--- src/pkg/i2cmx_cfg.svh ---
`ifndef I2CMX_CFG_SVH
`define I2CMX_CFG_SVH

// clocking
`define I2CMX_CLK_HZ 40000000
`define I2CMX_SCL_MAX_HZ 50000
`define I2CMX_PHASES 4
`define I2CMX_DIV_RST (`I2CMX_CLK_HZ / (`I2CMX_PHASES * `I2CMX_SCL_MAX_HZ))

// register byte offsets
`define I2CMX_OFF_CTRL 8'h00
`define I2CMX_OFF_DIV 8'h04
`define I2CMX_OFF_OWN 8'h08
`define I2CMX_OFF_TGT 8'h0C
`define I2CMX_OFF_STAT 8'h10
`define I2CMX_OFF_TRANSMIT_BUFFER 8'h14
`define I2CMX_OFF_RXBUF 8'h18
`define I2CMX_OFF_IFG 8'h1C
`define I2CMX_OFF_IE 8'h20

// control bits
`define I2CMX_B_EN 0
`define I2CMX_B_MST 1
`define I2CMX_B_MM 2
`define I2CMX_B_TR 3
`define I2CMX_B_STT 4
`define I2CMX_B_STP 5

// event and flag bits
`define I2CMX_NEV 6
`define I2CMX_F_TX 0
`define I2CMX_F_RX 1
`define I2CMX_F_NACK 2
`define I2CMX_F_ARB 3
`define I2CMX_F_STT 4
`define I2CMX_F_STP 5

// reset values
`define I2CMX_CTRL_RST 4'h0
`define I2CMX_OWN_RST 7'h00
`define I2CMX_TGT_RST 7'h00
`define I2CMX_IE_RST 6'h00

`endif

--- src/pkg/i2cmx_pkg.sv ---
package i2cmx_pkg;

  // master engine states
  typedef enum logic [2:0] {
    S_IDLE,
    S_WAIT,
    S_START,
    S_BITS,
    S_ACK,
    S_STOP
  } i2cmx_state_e;

  typedef logic [7:0] i2cmx_byte_t;

endpackage : i2cmx_pkg

--- src/design/i2cmx_top.sv ---
`timescale 1ns/1ps
`default_nettype none
`include "i2cmx_cfg.svh"
module i2cmx_top (
  input wire logic hclk,
  input wire logic hresetn,
  input wire logic hsel,
  input wire logic [31:0] haddr,
  input wire logic [1:0] htrans,
  input wire logic hwrite,
  input wire logic [2:0] hsize,
  input wire logic [31:0] hwdata,
  input wire logic hready,
  output logic [31:0] hrdata,
  output logic hreadyout,
  output logic hresp,
  output logic irq,
  input wire logic scl_i,
  output logic scl_o,
  output logic scl_oe,
  input wire logic sda_i,
  output logic sda_o,
  output logic sda_oe
);

  function automatic logic hit(input logic [7:0] a, input logic [7:0] off);
    return a == off;
  endfunction : hit

  // bus slave state
  logic [7:0] ad_r;
  logic wr_r;
  logic rd_r;
  logic hreadyout_r;
  logic [31:0] hrdata_r;
  // software registers
  logic [3:0] ctrl_r;
  logic [15:0] div_r;
  logic [6:0] own_r;
  logic [6:0] tgt_r;
  logic [`I2CMX_NEV-1:0] mask_r;
  logic start_req_r;
  logic stop_req_r;
  logic [7:0] transmit_buffer_r;
  logic txfull_r;
  logic [7:0] rxbuf_r;
  // bus monitor
  logic scl_q;
  logic sda_q;
  logic busy_r;
  logic clk_low_r;
  // master engine
  i2cmx_pkg::i2cmx_state_e st_r;
  logic [1:0] ph_r;
  logic [3:0] cnt_r;
  logic [7:0] sh_r;
  logic adr_r;
  logic m_rd_r;
  logic nk_r;
  logic m_scl_dn_r;
  logic m_sda_dn_r;
  logic [3:0] ev_r;
  // slave receiver
  logic sl_on_r;
  logic sl_adr_r;
  logic [3:0] sl_cnt_r;
  logic [7:0] sl_sh_r;
  logic sl_ack_r;
  logic sl_load_r;
  // pins
  logic scl_oe_r;
  logic sda_oe_r;
  logic drv_lvl_r;
  logic tick;
  logic irq_w;
  logic [`I2CMX_NEV-1:0] flags_w;

  // bus decode; only whole-word singles are issued, so hsize is not decoded
  wire logic addr_ph = hsel && hready && htrans[1];
  wire logic wr_ctrl = wr_r && hit(ad_r, `I2CMX_OFF_CTRL);
  wire logic wr_transmit_buffer = wr_r && hit(ad_r, `I2CMX_OFF_TRANSMIT_BUFFER);
  wire logic wr_ifg = wr_r && hit(ad_r, `I2CMX_OFF_IFG);
  wire logic rd_rxbuf = rd_r && hit(ad_r, `I2CMX_OFF_RXBUF);
  wire logic wr_stt = wr_ctrl && hwdata[`I2CMX_B_STT];
  wire logic en_w = ctrl_r[`I2CMX_B_EN];
  wire logic mst_w = ctrl_r[`I2CMX_B_MST];
  wire logic mm_w = ctrl_r[`I2CMX_B_MM];
  wire logic tr_w = ctrl_r[`I2CMX_B_TR];

  // bus line events, pins already synchronous to hclk
  wire logic start_det = scl_i && scl_q && sda_q && !sda_i;
  wire logic stop_det = scl_i && scl_q && !sda_q && sda_i;
  wire logic scl_fall = scl_q && !scl_i;
  wire logic scl_rise = !scl_q && scl_i;
  wire logic stall_w = (ph_r == 2'h2) && !scl_i; // a slave stretching the clock holds us here
  wire logic snd_w = adr_r || !m_rd_r;
  wire logic waiting = st_r == i2cmx_pkg::S_WAIT;

  // status read: waiting, clock held low, busy, engine active
  wire logic [31:0] stat_w = {28'h0000000, waiting, clk_low_r, busy_r, st_r != i2cmx_pkg::S_IDLE};
  wire logic [31:0] rd_mux =
    hit(ad_r, `I2CMX_OFF_CTRL) ? {26'h0000000, stop_req_r, start_req_r, ctrl_r} :
    hit(ad_r, `I2CMX_OFF_DIV) ? {16'h0000, div_r} :
    hit(ad_r, `I2CMX_OFF_OWN) ? {25'h0000000, own_r} :
    hit(ad_r, `I2CMX_OFF_TGT) ? {25'h0000000, tgt_r} :
    hit(ad_r, `I2CMX_OFF_STAT) ? stat_w :
    hit(ad_r, `I2CMX_OFF_TRANSMIT_BUFFER) ? {24'h000000, transmit_buffer_r} :
    hit(ad_r, `I2CMX_OFF_RXBUF) ? {24'h000000, rxbuf_r} :
    hit(ad_r, `I2CMX_OFF_IFG) ? {26'h0000000, flags_w} :
    hit(ad_r, `I2CMX_OFF_IE) ? {26'h0000000, mask_r} : 32'h00000000;

  // events: bus start/stop from the monitor, the rest from the engines
  wire logic [`I2CMX_NEV-1:0] ev_w = {stop_det, start_det, ev_r[3:2], ev_r[1] | sl_load_r, ev_r[0]};
  wire logic [`I2CMX_NEV-1:0] w1c_w = wr_ifg ? hwdata[`I2CMX_NEV-1:0] : 6'h00;
  wire logic [`I2CMX_NEV-1:0] hwclr_w = {4'h0, rd_rxbuf, wr_transmit_buffer};

  i2cmx_clkdiv u_div (
    .clk(hclk),
    .rst_n(hresetn),
    .en(en_w),
    .div(div_r),
    .tick(tick)
  );

  i2cmx_irq u_irq (
    .clk(hclk),
    .rst_n(hresetn),
    .set(ev_w),
    .w1c(w1c_w),
    .hwclr(hwclr_w),
    .mask(mask_r),
    .flags(flags_w),
    .irq(irq_w)
  );

  // reads take one wait state so that hrdata comes straight from a flop
  always_ff @(posedge hclk or negedge hresetn) begin
    if (!hresetn) begin
      ad_r <= 8'h00;
      wr_r <= 1'b0;
      rd_r <= 1'b0;
      hreadyout_r <= 1'b1;
      hrdata_r <= 32'h00000000;
    end else begin
      wr_r <= addr_ph && hwrite;
      rd_r <= addr_ph && !hwrite;
      hreadyout_r <= !(addr_ph && !hwrite);
      if (addr_ph) begin
        ad_r <= haddr[7:0];
      end
      if (rd_r) begin
        hrdata_r <= rd_mux;
      end
    end
  end

  // plain configuration registers
  always_ff @(posedge hclk or negedge hresetn) begin
    if (!hresetn) begin
      ctrl_r <= `I2CMX_CTRL_RST;
      div_r <= 16'(`I2CMX_DIV_RST);
      own_r <= `I2CMX_OWN_RST;
      tgt_r <= `I2CMX_TGT_RST;
      mask_r <= `I2CMX_IE_RST;
    end else if (wr_r) begin
      if (hit(ad_r, `I2CMX_OFF_CTRL)) ctrl_r <= hwdata[3:0];
      if (hit(ad_r, `I2CMX_OFF_DIV)) div_r <= hwdata[15:0];
      if (hit(ad_r, `I2CMX_OFF_OWN)) own_r <= hwdata[6:0];
      if (hit(ad_r, `I2CMX_OFF_TGT)) tgt_r <= hwdata[6:0];
      if (hit(ad_r, `I2CMX_OFF_IE)) mask_r <= hwdata[`I2CMX_NEV-1:0];
    end
  end

  // bus monitor: busy between start and stop, live clock-low indicator
  always_ff @(posedge hclk or negedge hresetn) begin
    if (!hresetn) begin
      scl_q <= 1'b1;
      sda_q <= 1'b1;
      busy_r <= 1'b0;
      clk_low_r <= 1'b0;
    end else begin
      scl_q <= scl_i;
      sda_q <= sda_i;
      clk_low_r <= !scl_i;
      if (start_det) busy_r <= 1'b1;
      else if (stop_det) busy_r <= 1'b0;
    end
  end

  // master engine; four bit-clock phases per bus bit, each start margin only one phase,
  // so above 50 kHz on the bus the start set-up and hold can come out short
  always_ff @(posedge hclk or negedge hresetn) begin
    if (!hresetn) begin
      st_r <= i2cmx_pkg::S_IDLE;
      ph_r <= 2'h0;
      cnt_r <= 4'h0;
      sh_r <= 8'h00;
      adr_r <= 1'b0;
      m_rd_r <= 1'b0;
      nk_r <= 1'b0;
      m_scl_dn_r <= 1'b0;
      m_sda_dn_r <= 1'b0;
      start_req_r <= 1'b0;
      stop_req_r <= 1'b0;
      transmit_buffer_r <= 8'h00;
      txfull_r <= 1'b0;
      rxbuf_r <= 8'h00;
      ev_r <= 4'h0;
    end else if (!en_w) begin
      st_r <= i2cmx_pkg::S_IDLE;
      ph_r <= 2'h0;
      m_scl_dn_r <= 1'b0;
      m_sda_dn_r <= 1'b0;
      start_req_r <= 1'b0;
      stop_req_r <= 1'b0;
      txfull_r <= 1'b0;
      ev_r <= 4'h0;
    end else begin
      ev_r <= 4'h0;
      if (sl_load_r) rxbuf_r <= sl_sh_r;
      // transmit flag follows foreign clock edges while parked
      if (waiting && mm_w && tr_w && scl_fall) ev_r[`I2CMX_F_TX] <= 1'b1;
      if (tick && !stall_w) begin
        case (st_r)
          i2cmx_pkg::S_IDLE: begin
            ph_r <= 2'h0;
            if (mst_w && start_req_r) begin
              st_r <= busy_r ? i2cmx_pkg::S_WAIT : i2cmx_pkg::S_START;
            end
          end
          i2cmx_pkg::S_WAIT: begin
            if (!busy_r) st_r <= i2cmx_pkg::S_START;
          end
          i2cmx_pkg::S_START: begin
            ph_r <= ph_r + 2'h1;
            case (ph_r)
              2'h0: m_sda_dn_r <= 1'b0;
              2'h1: m_scl_dn_r <= 1'b0;
              2'h2: m_sda_dn_r <= 1'b1;
              default: begin
                m_scl_dn_r <= 1'b1;
                sh_r <= {tgt_r, !tr_w};
                m_rd_r <= !tr_w;
                adr_r <= 1'b1;
                cnt_r <= 4'h0;
                st_r <= i2cmx_pkg::S_BITS;
                start_req_r <= 1'b0;
                if (tr_w) ev_r[`I2CMX_F_TX] <= 1'b1;
              end
            endcase
          end
          i2cmx_pkg::S_BITS: begin
            ph_r <= ph_r + 2'h1;
            case (ph_r)
              2'h0: m_sda_dn_r <= snd_w && !sh_r[7];
              2'h1: m_scl_dn_r <= 1'b0;
              2'h2: begin
                sh_r <= {sh_r[6:0], sda_i};
                if (snd_w && sh_r[7] && !sda_i) begin // another master pulled a one low
                  st_r <= i2cmx_pkg::S_IDLE;
                  ph_r <= 2'h0;
                  ev_r[`I2CMX_F_ARB] <= 1'b1;
                end
              end
              default: begin
                m_scl_dn_r <= 1'b1;
                cnt_r <= cnt_r + 4'h1;
                if (cnt_r == 4'h7) st_r <= i2cmx_pkg::S_ACK;
              end
            endcase
          end
          i2cmx_pkg::S_ACK: begin
            ph_r <= ph_r + 2'h1;
            case (ph_r)
              2'h0: begin
                if (!snd_w && flags_w[`I2CMX_F_RX]) begin
                  ph_r <= 2'h0; // old byte unread: hold the clock low
                end else if (!snd_w) begin
                  rxbuf_r <= sh_r;
                  ev_r[`I2CMX_F_RX] <= 1'b1;
                  m_sda_dn_r <= !stop_req_r; // last byte is not acknowledged
                end else begin
                  m_sda_dn_r <= 1'b0;
                end
              end
              2'h1: m_scl_dn_r <= 1'b0;
              2'h2: nk_r <= sda_i;
              default: begin
                m_scl_dn_r <= 1'b1;
                if (snd_w && nk_r) begin
                  ev_r[`I2CMX_F_NACK] <= 1'b1;
                  st_r <= i2cmx_pkg::S_STOP;
                end else if (stop_req_r) begin
                  st_r <= i2cmx_pkg::S_STOP;
                end else if (start_req_r) begin
                  st_r <= i2cmx_pkg::S_START;
                end else if (m_rd_r) begin
                  adr_r <= 1'b0;
                  cnt_r <= 4'h0;
                  st_r <= i2cmx_pkg::S_BITS;
                end else if (txfull_r) begin
                  adr_r <= 1'b0;
                  sh_r <= transmit_buffer_r;
                  txfull_r <= 1'b0;
                  cnt_r <= 4'h0;
                  ev_r[`I2CMX_F_TX] <= 1'b1;
                  st_r <= i2cmx_pkg::S_BITS;
                end else begin
                  ph_r <= 2'h3; // nothing to send yet: stretch the clock
                end
              end
            endcase
          end
          i2cmx_pkg::S_STOP: begin
            ph_r <= ph_r + 2'h1;
            case (ph_r)
              2'h0: m_sda_dn_r <= 1'b1;
              2'h1: m_scl_dn_r <= 1'b0;
              2'h2: m_sda_dn_r <= 1'b0;
              default: begin
                stop_req_r <= 1'b0;
                st_r <= i2cmx_pkg::S_IDLE;
              end
            endcase
          end
          default: st_r <= i2cmx_pkg::S_IDLE;
        endcase
      end
      // software requests last, so a set in the same cycle beats the engine's clear
      if (wr_stt) start_req_r <= 1'b1;
      if (wr_ctrl && hwdata[`I2CMX_B_STP]) stop_req_r <= 1'b1;
      if (wr_transmit_buffer && !waiting) begin
        transmit_buffer_r <= hwdata[7:0];
        txfull_r <= 1'b1;
      end
    end
  end

  // slave receiver; no clock stretching, so an unread byte gets a nack instead
  always_ff @(posedge hclk or negedge hresetn) begin
    if (!hresetn) begin
      sl_on_r <= 1'b0;
      sl_adr_r <= 1'b0;
      sl_cnt_r <= 4'h0;
      sl_sh_r <= 8'h00;
      sl_ack_r <= 1'b0;
      sl_load_r <= 1'b0;
    end else if (!en_w || mst_w || stop_det) begin
      sl_on_r <= 1'b0;
      sl_ack_r <= 1'b0;
      sl_cnt_r <= 4'h0;
      sl_load_r <= 1'b0;
    end else if (start_det) begin
      sl_on_r <= 1'b1;
      sl_adr_r <= 1'b1;
      sl_cnt_r <= 4'h0;
      sl_ack_r <= 1'b0;
      sl_load_r <= 1'b0;
    end else begin
      sl_load_r <= 1'b0;
      if (sl_on_r && scl_rise && sl_cnt_r < 4'h8) begin
        sl_sh_r <= {sl_sh_r[6:0], sda_i};
        sl_cnt_r <= sl_cnt_r + 4'h1;
      end
      if (sl_on_r && scl_fall && sl_cnt_r == 4'h8) begin
        sl_cnt_r <= 4'h9;
        if (sl_adr_r) begin
          sl_ack_r <= (sl_sh_r[7:1] == own_r) && !sl_sh_r[0];
          sl_on_r <= (sl_sh_r[7:1] == own_r) && !sl_sh_r[0];
        end else begin
          sl_ack_r <= !flags_w[`I2CMX_F_RX];
          sl_load_r <= !flags_w[`I2CMX_F_RX];
        end
      end
      if (sl_on_r && scl_fall && sl_cnt_r == 4'h9) begin
        sl_ack_r <= 1'b0;
        sl_adr_r <= 1'b0;
        sl_cnt_r <= 4'h0;
      end
    end
  end

  // pin drivers: open drain, the enable pulls the line low
  always_ff @(posedge hclk or negedge hresetn) begin
    if (!hresetn) begin
      scl_oe_r <= 1'b0;
      sda_oe_r <= 1'b0;
      drv_lvl_r <= 1'b0;
    end else begin
      scl_oe_r <= m_scl_dn_r;
      sda_oe_r <= m_sda_dn_r | sl_ack_r;
      drv_lvl_r <= 1'b0;
    end
  end

  assign hrdata = hrdata_r;
  assign hreadyout = hreadyout_r;
  assign hresp = drv_lvl_r;
  assign irq = irq_w;
  assign scl_o = drv_lvl_r;
  assign sda_o = drv_lvl_r;
  assign scl_oe = scl_oe_r;
  assign sda_oe = sda_oe_r;

  AST_CLK_LOW: assert property (@(posedge hclk) disable iff (!hresetn)
    (!scl_i [*2]) |-> clk_low_r)
    else $error("clock-low indicator not set while clock is low");

  AST_WAIT_ENTRY: assert property (@(posedge hclk) disable iff (!hresetn)
    (st_r == i2cmx_pkg::S_IDLE && en_w && mst_w && mm_w && tr_w && start_req_r && busy_r && tick)
    |=> st_r == i2cmx_pkg::S_WAIT)
    else $error("busy bus did not park the start in the wait state");

  AST_WAIT_QUIET: assert property (@(posedge hclk) disable iff (!hresetn)
    (st_r == i2cmx_pkg::S_WAIT) ##1 (st_r == i2cmx_pkg::S_WAIT) |=> !scl_oe && !sda_oe)
    else $error("lines driven while waiting for the bus");

  AST_TX_DISCARD: assert property (@(posedge hclk) disable iff (!hresetn)
    (st_r == i2cmx_pkg::S_WAIT && wr_transmit_buffer && !txfull_r) |=> !txfull_r)
    else $error("transmit buffer write accepted while waiting");

  AST_TX_TOGGLE: assert property (@(posedge hclk) disable iff (!hresetn)
    (st_r == i2cmx_pkg::S_WAIT && en_w && mm_w && tr_w && scl_fall) |-> ##2 flags_w[`I2CMX_F_TX])
    else $error("transmit flag did not follow foreign clock edge");

  AST_START_CLR: assert property (@(posedge hclk) disable iff (!hresetn)
    (st_r == i2cmx_pkg::S_START && ph_r == 2'h3 && tick && en_w && !wr_stt)
    |=> !start_req_r && st_r == i2cmx_pkg::S_BITS)
    else $error("start request not cleared at address phase");

  AST_START_SHAPE: assert property (@(posedge hclk) disable iff (!hresetn)
    (st_r == i2cmx_pkg::S_START && ph_r == 2'h3) |-> m_sda_dn_r && !m_scl_dn_r)
    else $error("start not formed with data low under high clock");

  AST_AHB_RD: assert property (@(posedge hclk) disable iff (!hresetn)
    (hsel && hready && htrans[1] && !hwrite) |=> !hreadyout ##1 hreadyout)
    else $error("read did not complete after one wait state");

endmodule : i2cmx_top
`default_nettype wire

--- src/design/i2cmx_clkdiv.sv ---
`timescale 1ns/1ps
`default_nettype none
module i2cmx_clkdiv (
  input wire logic clk,
  input wire logic rst_n,
  input wire logic en,
  input wire logic [15:0] div,
  output logic tick
);

  logic [15:0] cnt_r;

  // one tick every div+1 clocks; held off while the unit is in software reset
  always_ff @(posedge clk or negedge rst_n) begin
    if (!rst_n) begin
      cnt_r <= 16'h0000;
      tick <= 1'b0;
    end else if (!en) begin
      cnt_r <= 16'h0000;
      tick <= 1'b0;
    end else if (cnt_r >= div) begin
      cnt_r <= 16'h0000;
      tick <= 1'b1;
    end else begin
      cnt_r <= cnt_r + 16'h0001;
      tick <= 1'b0;
    end
  end

endmodule : i2cmx_clkdiv
`default_nettype wire

--- src/design/i2cmx_irq.sv ---
`timescale 1ns/1ps
`default_nettype none
`include "i2cmx_cfg.svh"
module i2cmx_irq (
  input wire logic clk,
  input wire logic rst_n,
  input wire logic [`I2CMX_NEV-1:0] set,
  input wire logic [`I2CMX_NEV-1:0] w1c,
  input wire logic [`I2CMX_NEV-1:0] hwclr,
  input wire logic [`I2CMX_NEV-1:0] mask,
  output logic [`I2CMX_NEV-1:0] flags,
  output logic irq
);

  logic [`I2CMX_NEV-1:0] flags_nxt;

  // set wins over any clear landing in the same cycle
  assign flags_nxt = (flags & ~(w1c | hwclr)) | set;

  always_ff @(posedge clk or negedge rst_n) begin
    if (!rst_n) begin
      flags <= {`I2CMX_NEV{1'b0}};
      irq <= 1'b0;
    end else begin
      flags <= flags_nxt;
      irq <= |(flags_nxt & mask);
    end
  end

  AST_IRQ_LEVEL: assert property (@(posedge clk) disable iff (!rst_n)
    $stable(mask) |-> (irq == |(flags & mask)))
    else $error("interrupt level does not match unmasked flags");

endmodule : i2cmx_irq
`default_nettype wire

--- config.mk ---
export PLATFORM = sky130hd
export DESIGN_NAME = i2cmx_top
export DESIGN_NICKNAME = d
export VERILOG_FILES = /design/src/pkg/i2cmx_pkg.sv /design/src/design/i2cmx_top.sv /design/src/design/i2cmx_clkdiv.sv /design/src/design/i2cmx_irq.sv
export VERILOG_INCLUDE_DIRS = /design/src /design/src/pkg
export SDC_FILE = /design/constraint.sdc
export NUM_CORES = 1
export LEC_CHECK = 0
export ABC_CLOCK_PERIOD_IN_PS = 2700
export BUFFER_PORTS_ARGS = -buffer_cell sky130_fd_sc_hd__buf_2
export CAP_MARGIN = 20
export CORE_UTILIZATION = 35
export DETAILED_ROUTE_END_ITERATION = 7
export SLEW_MARGIN = 5
export SYNTH_ARGS = -nofsm -noshare
export SYNTH_HDL_FRONTEND = slang
export SYNTH_SLANG_ARGS = --single-unit
--- constraint.sdc ---
create_clock -name hclk -period 2.7 [get_ports hclk]
set_input_delay 0.135 -clock hclk [delete_from_list [all_inputs] [get_ports hclk]]
set_output_delay 0.135 -clock hclk [all_outputs]
set_load 0.02 [all_outputs]
# Word level (Yosys, flattened, before mapping)
# Index checks and enable logic that the tools add are counted.
# totals
output_inout_bits	39
ram_bits	0
n_memories	0
rom_bits	0
wordCells	363
in_bits	76
reg_bits	174
latch_bits	0
# op_classes
n_shift	0
add_sub_neg	4
n_eq_ne	62
bitwise_logic	10
reduce_logical	94
n_lt_le_gt_ge	2
mux	150
div_mod_pow	0
mul	0
# op_table
cell	count
2-to-1 mux 8 bit	19
2-to-1 mux 1 bit	70
2-to-1 mux 16 bit	4
2-to-1 mux 4 bit	15
2-to-1 mux 3 bit	14
logical AND 1 bit	35
inequality test 3 bit (second input constant)	11
== test 8 x 5 -> 1 bit (second input constant)	4
inequality test 3 x 2 -> 1 bit (second input constant)	9
2-to-1 mux 2 bit	12
one-hot mux 8 bit (3 select lines)	1
AND reduction 10 bit	2
2-to-1 mux 6 bit	3
inequality test 2 bit (second input constant)	9
inequality test 3 x 1 -> 1 bit (second input constant)	6
one-hot mux 3 bit (6 select lines)	1
AND reduction 2 bit	9
adder 16 x 1 -> 16 bit (second input constant)	1
== test 8 x 4 -> 1 bit (second input constant)	2
>= comparator 16 bit	1
logical NOT 1 bit	16
inequality test 4 bit (second input constant)	4
AND reduction 7 bit	2
bitwise AND 6 bit	2
43 further kinds	70

# Logic depth before layout (Yosys ltp)
# depth
word_depth	14
depth_mapped	9

# Cells and area by module
# From an unflattened synthesis, not the netlist that was laid out.
# unflattened
cells_unflattened	841
area_unflattened_um2	8603.3
# modules_own_cells
mod	cells_per_inst	area_per_inst_um2	instances	seq_area_each_um2
i2cmx_top	686	7068.0	1	3360.7
i2cmx_clkdiv	131	1251.2	1	425.4
i2cmx_irq	24	284.0	1	175.2

# Worst setup path after synthesis
# OpenSTA, ideal clock, no wires.
# synth_timing
kind	register to register
startpoint	register st_r[2]
endpoint	register sh_r[0]
required_time_ps	2575
period_less_slack_ps	2279
arrival_time_ps	2154
setup_time_ps	125
stages_incl_launch_ff	9
setup_slack_ps	421
path_cell_list	dfrtp_1 -> buf_2 -> inv_1 -> clkbuf_1 -> clkbuf_1 -> ha_1 -> o221ai_1 -> a21oi_4 -> mux2_2
# synth_via
elab_chain_len	3
word_cells_on_any_way	14
classes_between	11 x eq/ne; 1 x mux; 2 x reduce/logical
# synth_lines
item	line_no	text
start: declaration	i2cmx_top.sv:53	i2cmx_pkg::i2cmx_state_e st_r;
start signal: assignment	i2cmx_top.sv:194	st_r <= i2cmx_pkg::S_IDLE;
start signal: assignment	i2cmx_top.sv:210	st_r <= i2cmx_pkg::S_IDLE;
start signal: assignment	i2cmx_top.sv:228	st_r <= busy_r ? i2cmx_pkg::S_WAIT : i2cmx_pkg::S_START;
== test 3 x 2 -> 1 bit / == test 3 bit (equally long branches)	i2cmx_top.sv:224	case (st_r)
inequality test 2 bit (no source line) / nonzero test 3 bit (equally long branches)	n/a	
AND reduction 11 bit (no source line)	n/a	
end signal: assignment	i2cmx_top.sv:242	sh_r <= {tgt_r, !tr_w};
end signal: assignment	i2cmx_top.sv:258	sh_r <= {sh_r[6:0], sda_i};
end signal: assignment	i2cmx_top.sv:303	sh_r <= transmit_buffer_r;
end: declaration	i2cmx_top.sv:56	logic [7:0] sh_r;
# Parallel ways exist; a longest one is shown, timed or not.
# A chain may end at the register's enable or synchronous reset.

# Worst setup path in the final report
# layout_timing
startpoint	register ph_r[0]
endpoint	register st_r[1]
# layout_via
elab_chain_len	6
word_cells_on_any_way	20
classes_between	9 x eq/ne; 4 x mux; 7 x reduce/logical
# layout_lines
item	line_no	text
start: declaration	i2cmx_top.sv:54	logic [1:0] ph_r;
start signal: assignment	i2cmx_top.sv:235	ph_r <= ph_r + 2'h1;
start signal: assignment	i2cmx_top.sv:253	ph_r <= ph_r + 2'h1;
start signal: assignment	i2cmx_top.sv:273	ph_r <= ph_r + 2'h1;
== test 2 x 1 -> 1 bit (tied with other cells)	n/a	
OR reduction 2 bit (no source line) / logical AND 1 bit (equally long branches)	n/a	
one-hot mux 3 bit (2 select lines) / logical NOT 1 bit (equally long branches)	i2cmx_top.sv:254, i2cmx_top.sv:223	
one-hot mux 3 bit (6 select lines) / logical AND 1 bit (equally long branches)	i2cmx_top.sv:224, i2cmx_top.sv:223	
2-to-1 mux 3 bit / inequality test 2 x 1 -> 1 bit (equally long branches)	n/a	
2-to-1 mux 3 bit / AND reduction 10 bit (equally long branches)	n/a	
end signal: assignment	i2cmx_top.sv:210	
end signal: assignment	i2cmx_top.sv:228	
end signal: assignment	i2cmx_top.sv:260	st_r <= i2cmx_pkg::S_IDLE;
# Parallel ways exist; a longest one is shown, timed or not. The select of a mux whose other input is x is not followed.

==> metrics.txt <==
CTS buffer count 17; gr usage total about a fifth; status finished, final reports clean; Layout fillers between 2,000 and 2,500; Worst-Margin Slew 661 ps; Crit-path slowest cell or4_1; hold path depth 3; DR vias/cell 5.52; mapped cell area 8780 um^2; first-pass GRT wire length 38.8 mm; Unique masters post-synth between 80 and 90; CTS H-Tree Depth 4; CTS tree done; Root Buffer Master clkbuf_16; Starting Density between 30% and 40%; Final Max Tran Viols 0; Final WS setup about 420 ps; post-CTS resize count 0; final antenna-violating net count 0; non-filler instance count after layout approximately 1,300; placed cells 1,232; area grow syn2layout 17.3%; Syn Area/Cell 10.1 um^2; Hold Vio Cnt, Final 0; Hold Crit Class in2reg; sum of negative setup slack 0 ps; hold_ws 18.5 ps; die width around 160 um; unrepaired setup endpoints after global routing no; num rows 57; via count between 7,000 and 8,000; pin count of the biggest net entering global routing 70; CORE AREA 24,500 um^2; drt pass-1 iters 5; DRC violations left 0; initial antenna violation count 0; max_slew headroom 55.9%; Synth Register Bits ~160; CP Max Fanout 6; I/O pin cnt roughly 120; clk buf depth 2; CP Cell Sequence inv_1 > ha_1 > nand2b_1 > nand2_1 > or4_1 > o311a_1; worst vdd ir 0.271 mV; die area 25,700 um^2; routability congestion estimate 0.936; WL final 24.0 mm; IO Port Bufs 51; Post-Place Setup Slack 440 ps; Detailed Route Iter0 Violations 641; post-DP HPWL 17.4 mm; commonest non-fill, non-tap cell in the layout dfrtp_1; yosys warns 0; Mapped Cells 869; CP Launch Type flop; most frequent cells in the layout dfrtp_1 (152), mux2_2 (69), nand2_1 (61); Finished Cell Area 10,300 um^2; most common flop cell mapped by yosys dfrtp_1; # diodes 0; Async S/R FF share, synth between 90% and 100%; cells on worst reg2reg path 6; critical path class reg2reg; crit path DAT 2590 ps; Layout Skew 10.4 ps; layout cells sized above 1 ~22%; Seq/Total Area, Yosys 45.1%; critical path endpoint category flop; Min Clock Period, post-route 2280 ps; clock sinks 158; CP Data Required Time 3010 ps; placed inst area 9440 um^2; fmax approximately 0.44 GHz; total grt overflow 0; Pleak 4.53 nW; die height between 150 and 200 um; PwrDens 579 nW/um^2; period utilization 84.3%; WL/cell 18.6 um; Final #Nets between 1,000 and 1,500; # setup viols final 0; Worst-Skew Late Latency between 400 and 500 ps; vias in the first global route 6,926; slowest cell delay on critical path 640 ps; Post-synth EDFFs 0; Reg clk slew, reported paths 70 ps; Max-Cap Viols 0
==> per-stage QoR <==
stage / utilization [%] / total power, mW
after floorplan: - / 3.10
after global placement: 38.6 / 3.35
after detailed placement: 38.6 / 3.36
after CTS: 42.1 / 6.00
after global routing: 42.1 / 6.20
final: 42.1 / 5.95
==> registers in the layout (all words and copies together) (netlist names), 4 cells and up <==
register and cells:
tgt_r 7, mask_r 6, sl_sh_r 8, hrdata 16
own_r 7, ad_r 8, cnt_r 4, rxbuf_r 8
u_irq.flags 6, div_r 16, sl_cnt_r 4, ev_r 4
transmit_buffer_r 8, sh_r 8, u_div.cnt_r 16, ctrl_r 4
==> layer usage <==
metal	global-route usage, %	up-vias	wire length (um)
met3	3.95	44	1500
met2	29.2	275	10700
li1	-	3314	-
met5	0	-	0
met1	27.2	3469	11100
met4	7.58	0	671
==> kinds of logic (layout without fill, tap and decap cells) <==
family                   after synthesis  count (layout)  share of synthesized area [%]
AO/OA/AOI/OAI                        231             231                           17.8
flip-flops                           158             158                           45.1
adder cells (fa/ha/maj)               28              28                           3.99
XOR/XNOR                              24              24                           2.40
buffers and inverters                114             189                           5.93
multiplexers                          72              72                           9.20
other                                  1              19                         0.0427
AND/OR/NAND/NOR                      241             241                           15.5
==> final cells by class <==
class | count | area (um^2) | share of cell area [%]
Sequential cell | 158 | 3960 | 38.5
Inverter | 52 | 195 | 1.90
Tap cell | 324 | 405 | 3.94
Clock buffer | 18 | 439 | 4.27
Multi-Input combinational cell | 615 | 4360 | 42.4
Timing Repair Buffer | 105 | 734 | 7.14
Clock inverter | 14 | 193 | 1.87
==> what timing repair did <==
| action | CTS | global route |
|---|---|---|
| hold endpoints to repair | 88 | 0 |
| hold buffers | 22 | 0 |
| buffers inserted | 0 | 0 |
==> worst max-delay path, delay by kind of cell, from the launching register on <==
| family | cells | cell delay, ps |
|---|---|---|
| AOI/OAI and AO/OA | 1 | 400 |
| and+or+nand+nor | 3 | 960 |
| adders and majority gates | 1 | 290 |
| DFF | 1 | 400 |
| buffers and inverters | 1 | 110 |
==> path summary, 6_finish.rpt <==
path | start | endpoint | slack (ps)
setup / recovery | ph_r[0] | st_r[1] | 420
hold / removal | hwdata[5] | stop_req_r | 20
setup reg to reg | ph_r[0] | st_r[1] | 420
hold reg to reg | m_scl_dn_r | scl_oe | 390
max in group asynchronous | hresetn | transmit_buffer_r[2] | 1570
min in group asynchronous | hresetn | sl_sh_r[1] | 290
==> report_power, final <==
| part | total [mW] | internal, mW | switching, mW |
|---|---|---|---|
| registers | 2.63 | 2.48 | 0.149 |
| logic | 0.724 | 0.286 | 0.438 |
| clock network | 2.60 | 1.52 | 1.08 |
==> cells in the mapped netlist, types with 3 or more instances <==
| master | instances | area, um^2 |
|---|---|---|
| a211oi_1 | 21 | 158 |
| a21o_1 | 11 | 82.6 |
| a21oi_1 | 46 | 230 |
| a22oi_1 | 20 | 150 |
| a31oi_1 | 7 | 43.8 |
| a32oi_1 | 5 | 43.8 |
| a41oi_1 | 3 | 26.3 |
| and2_1 | 3 | 18.8 |
| and3_1 | 5 | 31.3 |
| buf_2 | 10 | 50.1 |
| buf_4 | 21 | 158 |
| clkbuf_1 | 28 | 105 |
| dfrtp_1 | 152 | 3800 |
| dfstp_2 | 6 | 158 |
| ha_1 | 28 | 350 |
| inv_1 | 51 | 191 |
| mux2_2 | 69 | 777 |
| mux2i_1 | 3 | 30.0 |
| nand2_1 | 61 | 229 |
| nand2b_1 | 14 | 87.6 |
| nand3_1 | 41 | 205 |
| nand3b_1 | 4 | 30.0 |
| nand4_1 | 16 | 100 |
| nor2_1 | 44 | 165 |
| nor2b_1 | 8 | 50.1 |
| nor3_1 | 9 | 45.0 |
| nor4b_2 | 3 | 45.0 |
| nor4bb_1 | 3 | 30.0 |
| o2111ai_1 | 9 | 78.8 |
| o211ai_1 | 3 | 22.5 |
| o21a_1 | 5 | 37.5 |
| o21ai_0 | 47 | 235 |
| o221ai_1 | 3 | 26.3 |
| o22a_1 | 6 | 52.6 |
| o22ai_1 | 17 | 106 |
| or2_2 | 3 | 18.8 |
| or4_1 | 3 | 22.5 |
| xnor2_1 | 12 | 105 |
| xor2_1 | 12 | 105 |
Power figures use the tool's default switching activity.
